--- src/hw/pmu_pkg.sv ---
// constants, carrier structs and state types of the power sequencer and its serial port
// assumes one 50 MHz clock; every analog comparator reaches the block as a raw level
package pmu_pkg;
   localparam int          CLK_HZ        = 50_000_000;
   localparam int          RESET_TIME_MS = 40;
   localparam int          RESET_CYCLES  = CLK_HZ / 1000 * RESET_TIME_MS;
   localparam int          TIMER_W       = 22;
   localparam int          SCL_MAX_KHZ   = 400;
   localparam logic [6:0]  SLAVE_ADDR    = 7'h5A;
   localparam logic [7:0]  REG_SYSTEM    = 8'h00;
   localparam logic [7:0]  REG_STATUS    = 8'h01;
   localparam logic [7:0]  REG_SRC_INDEX = 8'hC1;
   localparam logic [3:0]  CODE_RESET    = 4'h0;
   localparam int          CODE_EN_BIT   = 3;
   localparam int          SYS_TH_UNMASK = 4;
   localparam int          SYS_SL_UNMASK = 5;
   localparam int          NUM_BLOCKS    = 9;
   // index 0 is the system block, then buck_a..c, four ldos, path_charger, otg
   localparam logic [7:0]  SRC_CODES [0:NUM_BLOCKS] = '{8'h00, 8'h10, 8'h20, 8'h30,
      8'h50, 8'h60, 8'h70, 8'h80, 8'hA0, 8'hB0};

   typedef struct packed {
      logic master_power_enable;
      logic scl;
      logic sda;
      logic sys_uvlo_ok;
      logic sys_3v45_ok;
      logic ka_good;
      logic ka_low;
      logic buck_a_pgood;
      logic below_thr;
      logic temp_warn;
      logic temp_shut;
      logic temp_recov;
   } sense_type;

   typedef enum logic [2:0] {
      I_IDLE, I_ADDR, I_REG, I_WDATA, I_ACK, I_TX, I_TXACK
   } i2c_state_type;

   typedef struct packed {
      sense_type            s1;
      sense_type            s2;
      sense_type            s3;
      i2c_state_type        st;
      i2c_state_type        nx;
      logic [3:0]           bits;
      logic [7:0]           sh;
      logic [7:0]           ptr;
      logic                 sda_oe;
      logic [3:0]           code;
      logic                 th_unmask;
      logic                 sl_unmask;
      logic                 sl_pend;
      logic                 th_pend;
      logic                 th_lock;
      logic                 ka_en;
      logic                 bucks_en;
      logic                 ldo_en;
      logic                 other_en;
      logic                 released;
      logic                 irq;
      logic [TIMER_W-1:0]   timer;
   } state_type;
endpackage

--- src/hw/pmu_sequencer_irq_control.sv ---
// power sequencer, reset timer, interrupt gathering and register port of the pmu
// assumes raw comparator levels and i2c pins from outside; block_irq_i from same-clock logic
// Functional notes
// - master enable high turns on buck_a, buck_b, buck_c and ldo_a.
// - master enable low turns off all regulators except keepalive_ldo.
// - keepalive below 1.67V pulls the reset output low.
// - reset released after 40ms timer expiry with buck_a power-good.
// - interrupt output pulled low whenever any unmasked interrupt is pending.
// - interrupt sources masked after reset; host unmasks them over the serial port.
// - supply above lockout or keepalive good enables keepalive and holds reset low.
// - step-down converters enabled only with master enable and supply above 3.45V.
// - buck_a power-good enables ldo_a and starts the 40ms reset delay.
// - re-enabling after shutdown restores regulators; reset stays released.
// - serial port is an i2c slave only, up to 400kHz clock.
// - device answers slave address 1011010 plus a read/write bit.
// - single-byte register writes and single-byte register reads are supported.
// - bytes are eight bits, msb first, sampled on rising scl, then acknowledged.
// - host reads source index then the source's bits to service an interrupt.
// - source index register returns a fixed code per interrupting block.
// - supply monitor off by default, enabled by threshold codes 1000 to 1111.
// - supply-low flag reads 1 while supply is below the selected threshold.
// - supply-low interrupt raised only when its unmask bit is 1.
// - thermal interrupt raised at 120C indication when thermal unmask is 1.
// - above 160C all regulators except keepalive_ldo off until temperature falls by 20C.
`timescale 1ns/10ps
module pmu_sequencer_irq_control
   import pmu_pkg::*;
#(
   parameter int RST_CYCLES = RESET_CYCLES
) (
   // clock and reset
   input  wire logic                  clk_i,
   input  wire logic                  rst_i,
   // control pin
   input  wire logic                  master_power_enable_i,
   // i2c pins
   input  wire logic                  scl_i,
   input  wire logic                  sda_i,
   output logic                       sda_o,
   output logic                       sda_oe_o,
   // analog comparator levels
   input  wire logic                  sys_uvlo_ok_i,
   input  wire logic                  sys_3v45_ok_i,
   input  wire logic                  keepalive_good_i,
   input  wire logic                  keepalive_low_i,
   input  wire logic                  buck_a_pgood_i,
   input  wire logic                  supply_below_thr_i,
   input  wire logic                  temp_warn_i,
   input  wire logic                  temp_shutdown_i,
   input  wire logic                  temp_recovered_i,
   // interrupt requests of the other blocks, already masked there
   input  wire logic [NUM_BLOCKS-1:0] block_irq_i,
   // regulator enables
   output logic                       buck_a_en_o,
   output logic                       buck_b_en_o,
   output logic                       buck_c_en_o,
   output logic                       ldo_a_en_o,
   output logic                       other_regs_allow_o,
   output logic                       keepalive_ldo_en_o,
   // supply monitor
   output logic [3:0]                 supply_threshold_code_o,
   output logic                       supply_monitor_en_o,
   // open-drain outputs
   output logic                       power_on_reset_out_n_o,
   output logic                       power_on_reset_out_n_oe_o,
   output logic                       interrupt_out_n_o,
   output logic                       interrupt_out_n_oe_o
);

   state_type r;
   state_type n;
   sense_type raw;

   logic       scl_rise;
   logic       scl_fall;
   logic       start_c;
   logic       stop_c;
   logic       sl_flag;
   logic       sys_irq;
   logic [7:0] src_idx;
   logic [7:0] rd_data;
   logic       bucks_c;

   assign raw = '{master_power_enable: master_power_enable_i, scl: scl_i, sda: sda_i,
                  sys_uvlo_ok: sys_uvlo_ok_i, sys_3v45_ok: sys_3v45_ok_i,
                  ka_good: keepalive_good_i, ka_low: keepalive_low_i,
                  buck_a_pgood: buck_a_pgood_i, below_thr: supply_below_thr_i,
                  temp_warn: temp_warn_i, temp_shut: temp_shutdown_i,
                  temp_recov: temp_recovered_i};

   // edges only from the second and third stages
   assign scl_rise = r.s2.scl & ~r.s3.scl;
   assign scl_fall = ~r.s2.scl & r.s3.scl;
   assign start_c  = r.s2.scl & r.s3.scl & r.s3.sda & ~r.s2.sda;
   assign stop_c   = r.s2.scl & r.s3.scl & ~r.s3.sda & r.s2.sda;

   // monitor is live only while the top code bit is set
   assign sl_flag = r.code[CODE_EN_BIT] & r.s2.below_thr;
   assign sys_irq = (r.sl_pend & r.sl_unmask) | (r.th_pend & r.th_unmask);

   assign bucks_c = r.ka_en & r.s2.master_power_enable & r.s2.sys_3v45_ok & ~r.th_lock;

   // system first, then the lowest-numbered block
   always_comb begin
      src_idx = SRC_CODES[0];
      for (int i = NUM_BLOCKS - 1; i >= 0; i--) begin
         if (block_irq_i[i]) begin
            src_idx = SRC_CODES[i+1];
         end
      end
      if (sys_irq) begin
         src_idx = SRC_CODES[0];
      end
   end

   always_comb begin
      if (r.ptr == REG_SYSTEM) begin
         rd_data = {2'h0, r.sl_unmask, r.th_unmask, r.code};
      end else if (r.ptr == REG_STATUS) begin
         rd_data = {4'h0, r.th_lock, r.th_pend, r.sl_pend, sl_flag};
      end else if (r.ptr == REG_SRC_INDEX) begin
         rd_data = src_idx;
      end else begin
         rd_data = 8'h00;
      end
   end

   always_comb begin
      n    = r;
      n.s1 = raw;
      n.s2 = r.s1;
      n.s3 = r.s2;

      // serial slave; it only ever answers, never drives scl
      if (stop_c) begin
         n.st     = I_IDLE;
         n.sda_oe = 1'b0;
      end else if (start_c) begin
         n.st     = I_ADDR;
         n.bits   = 4'h0;
         n.sda_oe = 1'b0;
      end else begin
         case (r.st)
            I_IDLE: begin
               n.bits = 4'h0;
            end
            I_ADDR, I_REG, I_WDATA: begin
               if (scl_rise) begin
                  n.sh   = {r.sh[6:0], r.s2.sda};
                  n.bits = r.bits + 4'h1;
               end else if (scl_fall && r.bits == 4'h8) begin
                  n.sda_oe = 1'b1;
                  n.st     = I_ACK;
                  if (r.st == I_ADDR) begin
                     if (r.sh[7:1] == SLAVE_ADDR) begin
                        n.nx = r.sh[0] ? I_TX : I_REG;
                     end else begin
                        n.sda_oe = 1'b0;
                        n.st     = I_IDLE;
                     end
                  end else if (r.st == I_REG) begin
                     n.ptr = r.sh;
                     n.nx  = I_WDATA;
                  end else begin
                     n.nx = I_WDATA;
                     if (r.ptr == REG_SYSTEM) begin
                        n.code      = r.sh[3:0];
                        n.th_unmask = r.sh[SYS_TH_UNMASK];
                        n.sl_unmask = r.sh[SYS_SL_UNMASK];
                     end
                  end
               end
            end
            I_ACK: begin
               if (scl_fall) begin
                  n.sda_oe = 1'b0;
                  n.bits   = 4'h0;
                  n.st     = r.nx;
                  if (r.nx == I_TX) begin
                     n.sh     = rd_data;
                     n.sda_oe = ~rd_data[7];
                     // reading status clears pending flags
                     if (r.ptr == REG_STATUS) begin
                        n.sl_pend = 1'b0;
                        n.th_pend = 1'b0;
                     end
                  end
               end
            end
            I_TX: begin
               if (scl_rise) begin
                  n.bits = r.bits + 4'h1;
               end else if (scl_fall) begin
                  if (r.bits == 4'h8) begin
                     n.sda_oe = 1'b0;
                     n.st     = I_TXACK;
                  end else begin
                     n.sh     = {r.sh[6:0], 1'b0};
                     n.sda_oe = ~r.sh[6];
                  end
               end
            end
            I_TXACK: begin
               if (scl_rise) begin
                  n.nx = I_TX;
                  n.st = r.s2.sda ? I_IDLE : I_ACK;
               end
            end
            default: begin
               n.st = I_IDLE;
            end
         endcase
      end

      // set wins over a read clear in the same cycle
      if (sl_flag) begin
         n.sl_pend = 1'b1;
      end
      if (r.s2.temp_warn) begin
         n.th_pend = 1'b1;
      end

      if (r.s2.temp_shut) begin
         n.th_lock = 1'b1;
      end else if (r.s2.temp_recov) begin
         n.th_lock = 1'b0;
      end

      if (r.s2.sys_uvlo_ok || r.s2.ka_good) begin
         n.ka_en = 1'b1;
      end

      n.bucks_en = bucks_c;
      n.ldo_en   = bucks_c & r.s2.buck_a_pgood;
      n.other_en = r.ka_en & r.s2.master_power_enable & ~r.th_lock;
      n.irq      = sys_irq | (|block_irq_i);

      // reset release survives master enable toggles while keepalive holds
      if (r.s2.ka_low || !r.ka_en) begin
         n.released = 1'b0;
         n.timer    = '0;
      end else if (!r.released) begin
         if (r.ldo_en && r.s2.buck_a_pgood) begin
            n.timer = r.timer + TIMER_W'(1);
            if (r.timer == TIMER_W'(RST_CYCLES - 1)) begin
               n.released = 1'b1;
            end
         end else begin
            n.timer = '0;
         end
      end
   end

   always_ff @(posedge clk_i or posedge rst_i) begin
      if (rst_i) begin
         r <= '0;
      end else begin
         r <= n;
      end
   end

   assign sda_o                     = 1'b0;
   assign sda_oe_o                  = r.sda_oe;
   assign buck_a_en_o               = r.bucks_en;
   assign buck_b_en_o               = r.bucks_en;
   assign buck_c_en_o               = r.bucks_en;
   assign ldo_a_en_o                = r.ldo_en;
   assign other_regs_allow_o        = r.other_en;
   assign keepalive_ldo_en_o        = r.ka_en;
   assign supply_threshold_code_o   = r.code;
   assign supply_monitor_en_o       = r.code[CODE_EN_BIT];
   assign power_on_reset_out_n_o    = 1'b0;
   assign power_on_reset_out_n_oe_o = ~r.released;
   assign interrupt_out_n_o         = 1'b0;
   assign interrupt_out_n_oe_o      = r.irq;

endmodule

--- config.mk ---
export PLATFORM = sky130hd
export DESIGN_NAME = pmu_sequencer_irq_control
export DESIGN_NICKNAME = d
export VERILOG_FILES = /design/src/hw/pmu_pkg.sv /design/src/hw/pmu_sequencer_irq_control.sv
export SDC_FILE = /design/constraint.sdc
export NUM_CORES = 1
export LEC_CHECK = 0
export ABC_CLOCK_PERIOD_IN_PS = 7500
export BUFFER_PORTS_ARGS = -buffer_cell sky130_fd_sc_hd__buf_2
export CORE_MARGIN = 2
export CORE_UTILIZATION = 45
export CTS_BUF_LIST = sky130_fd_sc_hd__clkbuf_8
export DETAILED_ROUTE_END_ITERATION = 16
export GPL_TIMING_DRIVEN = 0
export PLACE_DENSITY = 0.7
export SYNTH_ARGS = -nofsm -noshare
export SYNTH_HDL_FRONTEND = slang
export SYNTH_SLANG_ARGS = --single-unit
export TNS_END_PERCENT = 1
--- constraint.sdc ---
create_clock -name clk_i -period 7.5 [get_ports clk_i]
set_input_delay 1.5 -clock clk_i [delete_from_list [all_inputs] [get_ports clk_i]]
set_output_delay 1.5 -clock clk_i [all_outputs]
set_load 0.03 [all_outputs]
==> flow_summary.rst <==
.. list-table::
   :header-rows: 1

   * - Metric
     - Value
   * - Result of the run
     - completed
   * - Number of antenna repair diodes
     - 0
   * - Die Area
     - 0.0102 mm²
   * - Actual slew at the worst max-slew pin
     - 533 ps
   * - Maximum count of clock buffers along a single path
     - 2
   * - Largest driver fanout on the critical path
     - 6
   * - Height of the die
     - 101 µm
   * - Share of synthesized registers carrying an async set or reset
     - 1.00
   * - Antenna violations before repair
     - 0
   * - Final RePlAce weighted congestion
     - 0.850
   * - Total routing resource utilization after global routing
     - 0.174
   * - Vias after detailed routing
     - 3075
   * - Pin count of the biggest net entering global routing
     - 77
   * - Delay contributed by the slowest stage of the critical path
     - 440 ps
   * - Final worst path period need
     - 2620 ps
   * - Wire length of the first global-routing pass
     - 14200 µm
   * - Max-Cap Viols
     - 0
   * - Critical Path Slowest Stage Cell
     - sky130_fd_sc_hd__dfrtp_1
   * - Core Util, Final
     - 0.519
   * - Starting density of the core
     - 0.460
   * - Total iterations of the first detailed-routing run
     - 4
   * - Net count reported at finish
     - 468
   * - Synth Flop Type
     - sky130_fd_sc_hd__dfrtp_1
   * - Multi-input gate area in the final layout
     - 0.00183 mm²
   * - IO Port Bufs
     - 36
   * - FF+latch count, synth
     - 90
   * - Final setup slack of the worst path
     - 4880 ps
   * - Clk_lat worst skew
     - 370 ps
   * - Relative slew slack
     - 0.645
   * - TritonCTS clock tree
     - done
   * - HPWL after DPL
     - 5770 µm
   * - Area growth from synthesis to layout
     - 12.8%
   * - Vias in the first global route
     - 3013
   * - Grt total ovfl
     - 0
   * - Cell taking the most area after synthesis
     - sky130_fd_sc_hd__dfrtp_1
   * - CTS H-Tree Depth
     - 3
   * - Number of warning messages in the yosys log
     - 0
   * - Setup Total Neg Slack
     - 0 ps
   * - Final critical-path share of the clock period
     - 0.349
   * - Mapped cell area
     - 0.00423 mm²
   * - Clock tree sinks
     - 90
   * - Max-slew violation count
     - 0
   * - Post-CTS setup repair buffer count
     - 0
   * - Cell chain of the critical path
     - buf_4 -> buf_2
   * - Vias per cell
     - 5.51
   * - Overall die width
     - 101 µm
   * - Final Hold Vio Count
     - 0
   * - Category of the critical setup timing path
     - register to output port
   * - Antenna Violating Nets Remaining
     - 0
   * - Required time reported for the critical path endpoint
     - 6000 ps
   * - Area inside the core boundary
     - 0.00920 mm²
   * - Worst endpoint data arrival time
     - 1120 ps
   * - Peak supply drop
     - 0.137 mV
   * - Final setup viols
     - 0
   * - Leading post-synthesis cells by cell area
     - sky130_fd_sc_hd__dfrtp_1 53%, sky130_fd_sc_hd__mux2_2 6.1%, sky130_fd_sc_hd__nor2_1 3.2%
   * - P_leak
     - 2.13 nW
   * - Kind of start point of the critical path
     - register
   * - I/O pins
     - 40
   * - Clock root cell
     - sky130_fd_sc_hd__clkbuf_8
   * - Worst-path clk slew
     - 90 ps
   * - Setup repair after global routing missed its margin
     - no
   * - WL per Instance
     - 14.5 µm
   * - Achievable frequency
     - 0.382 GHz
   * - Portion of the post-synthesis area used by sequential elements
     - 0.532
   * - Number of distinct standard cells referenced by the synthesized netlist
     - 65
   * - Most instantiated library cell after synthesis
     - sky130_fd_sc_hd__dfrtp_1
   * - Wire length after detailed routing
     - 8100 µm
   * - Top cells by count, synth
     - 90 x sky130_fd_sc_hd__dfrtp_1, 36 x sky130_fd_sc_hd__nor2_1, 29 x sky130_fd_sc_hd__nand2_1, 23 x sky130_fd_sc_hd__mux2_2, 22 x sky130_fd_sc_hd__o21ai_0
   * - Ratio of cells with drive above 1 in the final layout
     - 0.242
   * - Kind of end point of the critical path
     - output port
   * - Quantity of hold-fixing buffers added after cts
     - 0
   * - Number of enable-type register cells in the synthesized netlist
     - 0
   * - Num CTS Buffers
     - 9
   * - Fill cell total of the finished layout
     - 820
   * - Skew final
     - 13.8 ps
   * - Post-synthesis area per instance
     - 10.8 µm²
   * - Row count
     - 35
   * - Starting DRT DRC Count
     - 202
   * - DRC
     - 0
   * - Number of instances resized during post-cts repair
     - 0
   * - Area fraction of the dominant cell type after synthesis
     - 0.532
   * - FF+latch area
     - 0.00225 mm²
   * - Min-Delay Path Class
     - register to register
   * - Power per cell area
     - 206 mW/mm²
   * - Pre-CTS setup slack
     - 4680 ps
   * - Instance count of the mapped netlist
     - 392
## per-layer routing
metal / track usage / share of wire / up-vias
li1: - / - / 1487
met1: 0.243 / 0.47 / 1533
met2: 0.271 / 0.48 / 44
met3: 0.0333 / 0.031 / 11
met4: 0.0676 / 0.018 / 0
met5: 0 / 0 / -
## through the flow
step	hold slack, ps	instance area (µm²)	total power, mW	std cells
finish	352	4770	0.983	558
global route	363	4770	1.03	558
CTS	357	4770	0.993	558
detailed placement	335	4590	0.681	542
global placement	331	4560	0.672	541
floorplan	331	4240	0.639	394
## logic make-up (layout without fill, tap and decap cells)
group                    count (synthesis)  after routing  share of synthesized area
AO/OA/AOI/OAI                           69             69                      0.105
XOR/XNOR                                12             12                     0.0248
multiplexers                            31             31                     0.0802
flip-flops                              90             90                      0.532
other                                    1              3                   0.000886
AND/OR/NAND/NOR                        157            157                      0.211
adder cells (fa/ha/maj)                  3              3                    0.00887
buffers and inverters                   29             82                     0.0376
## registers in the layout (all words and copies together), names as in the netlist
register,cells
ldo_a_en_o,1
sda_oe_o,1
keepalive_ldo_en_o,1
interrupt_out_n_oe_o,1
r,56
supply_threshold_code_o,4
buck_a_en_o,1
other_regs_allow_o,1
n,24
## cell type report
cell class,instances,share of cell area
flip-flops and latches,90,0.472
multi-input cells,275,0.383
repair buffers,37,0.0435
well taps,111,0.0291
clock buffers,9,0.0260
plain buffers,19,0.0254
clock inverters,7,0.0126
inverters,10,0.00839
## worst max-delay path: cells and delay by family (launching register included)
| family | cells | cell delay, ps |
|---|---|---|
| flops | 1 | 440 |
| buf+inv | 2 | 310 |
## cells in the final DEF, fill, tap and decap left out, types with 3 or more instances in the layout
master                     Yosys  routed
sky130_fd_sc_hd__nand4_1       9       9
sky130_fd_sc_hd__nand4b_1      3       3
sky130_fd_sc_hd__mux2_2       23      23
sky130_fd_sc_hd__buf_2         7      43
sky130_fd_sc_hd__a22oi_1       3       3
sky130_fd_sc_hd__a22o_1        3       3
sky130_fd_sc_hd__nand3_1      19      19
sky130_fd_sc_hd__mux2i_1       8       8
sky130_fd_sc_hd__nand2_1      29      29
sky130_fd_sc_hd__clkbuf_8      0       9
sky130_fd_sc_hd__nor3_1        7       7
sky130_fd_sc_hd__a31oi_1       4       4
sky130_fd_sc_hd__conb_1        1       3
sky130_fd_sc_hd__buf_4         9       9
sky130_fd_sc_hd__nand2b_1      5       5
sky130_fd_sc_hd__a21oi_1      14      14
sky130_fd_sc_hd__ha_1          3       3
sky130_fd_sc_hd__xor2_1       12      12
sky130_fd_sc_hd__dfrtp_1      90      90
sky130_fd_sc_hd__inv_1        10       9
sky130_fd_sc_hd__a21o_1        4       4
sky130_fd_sc_hd__or3_1         4       4
sky130_fd_sc_hd__nor2b_1       8       8
sky130_fd_sc_hd__and3b_1       4       4
sky130_fd_sc_hd__nor4_1        3       3
sky130_fd_sc_hd__nor2_1       36      36
sky130_fd_sc_hd__and3_1        6       6
sky130_fd_sc_hd__o21ai_0      22      22
## path summary, 6_finish.rpt
kind	startpoint	end	slack, ps	cells after the start
hold reg to reg	n[87]	n[75]	350	0
min in group asynchronous	rst_i	r[56]	1050	2
setup reg to reg	r[54]	r[39]	5490	7
hold / removal	n[87]	n[75]	350	0
setup / recovery	supply_threshold_code_o[3]	supply_threshold_code_o[3]	4880	2
max in group asynchronous	rst_i	n[72]	5850	3
## power breakdown
part           total, mW  internal [mW]  switching [mW]
combinational      0.112         0.0518          0.0600
sequential         0.558          0.521          0.0376
clock              0.313          0.126           0.187
No activity file was read; power rests on OpenSTA's default activity.
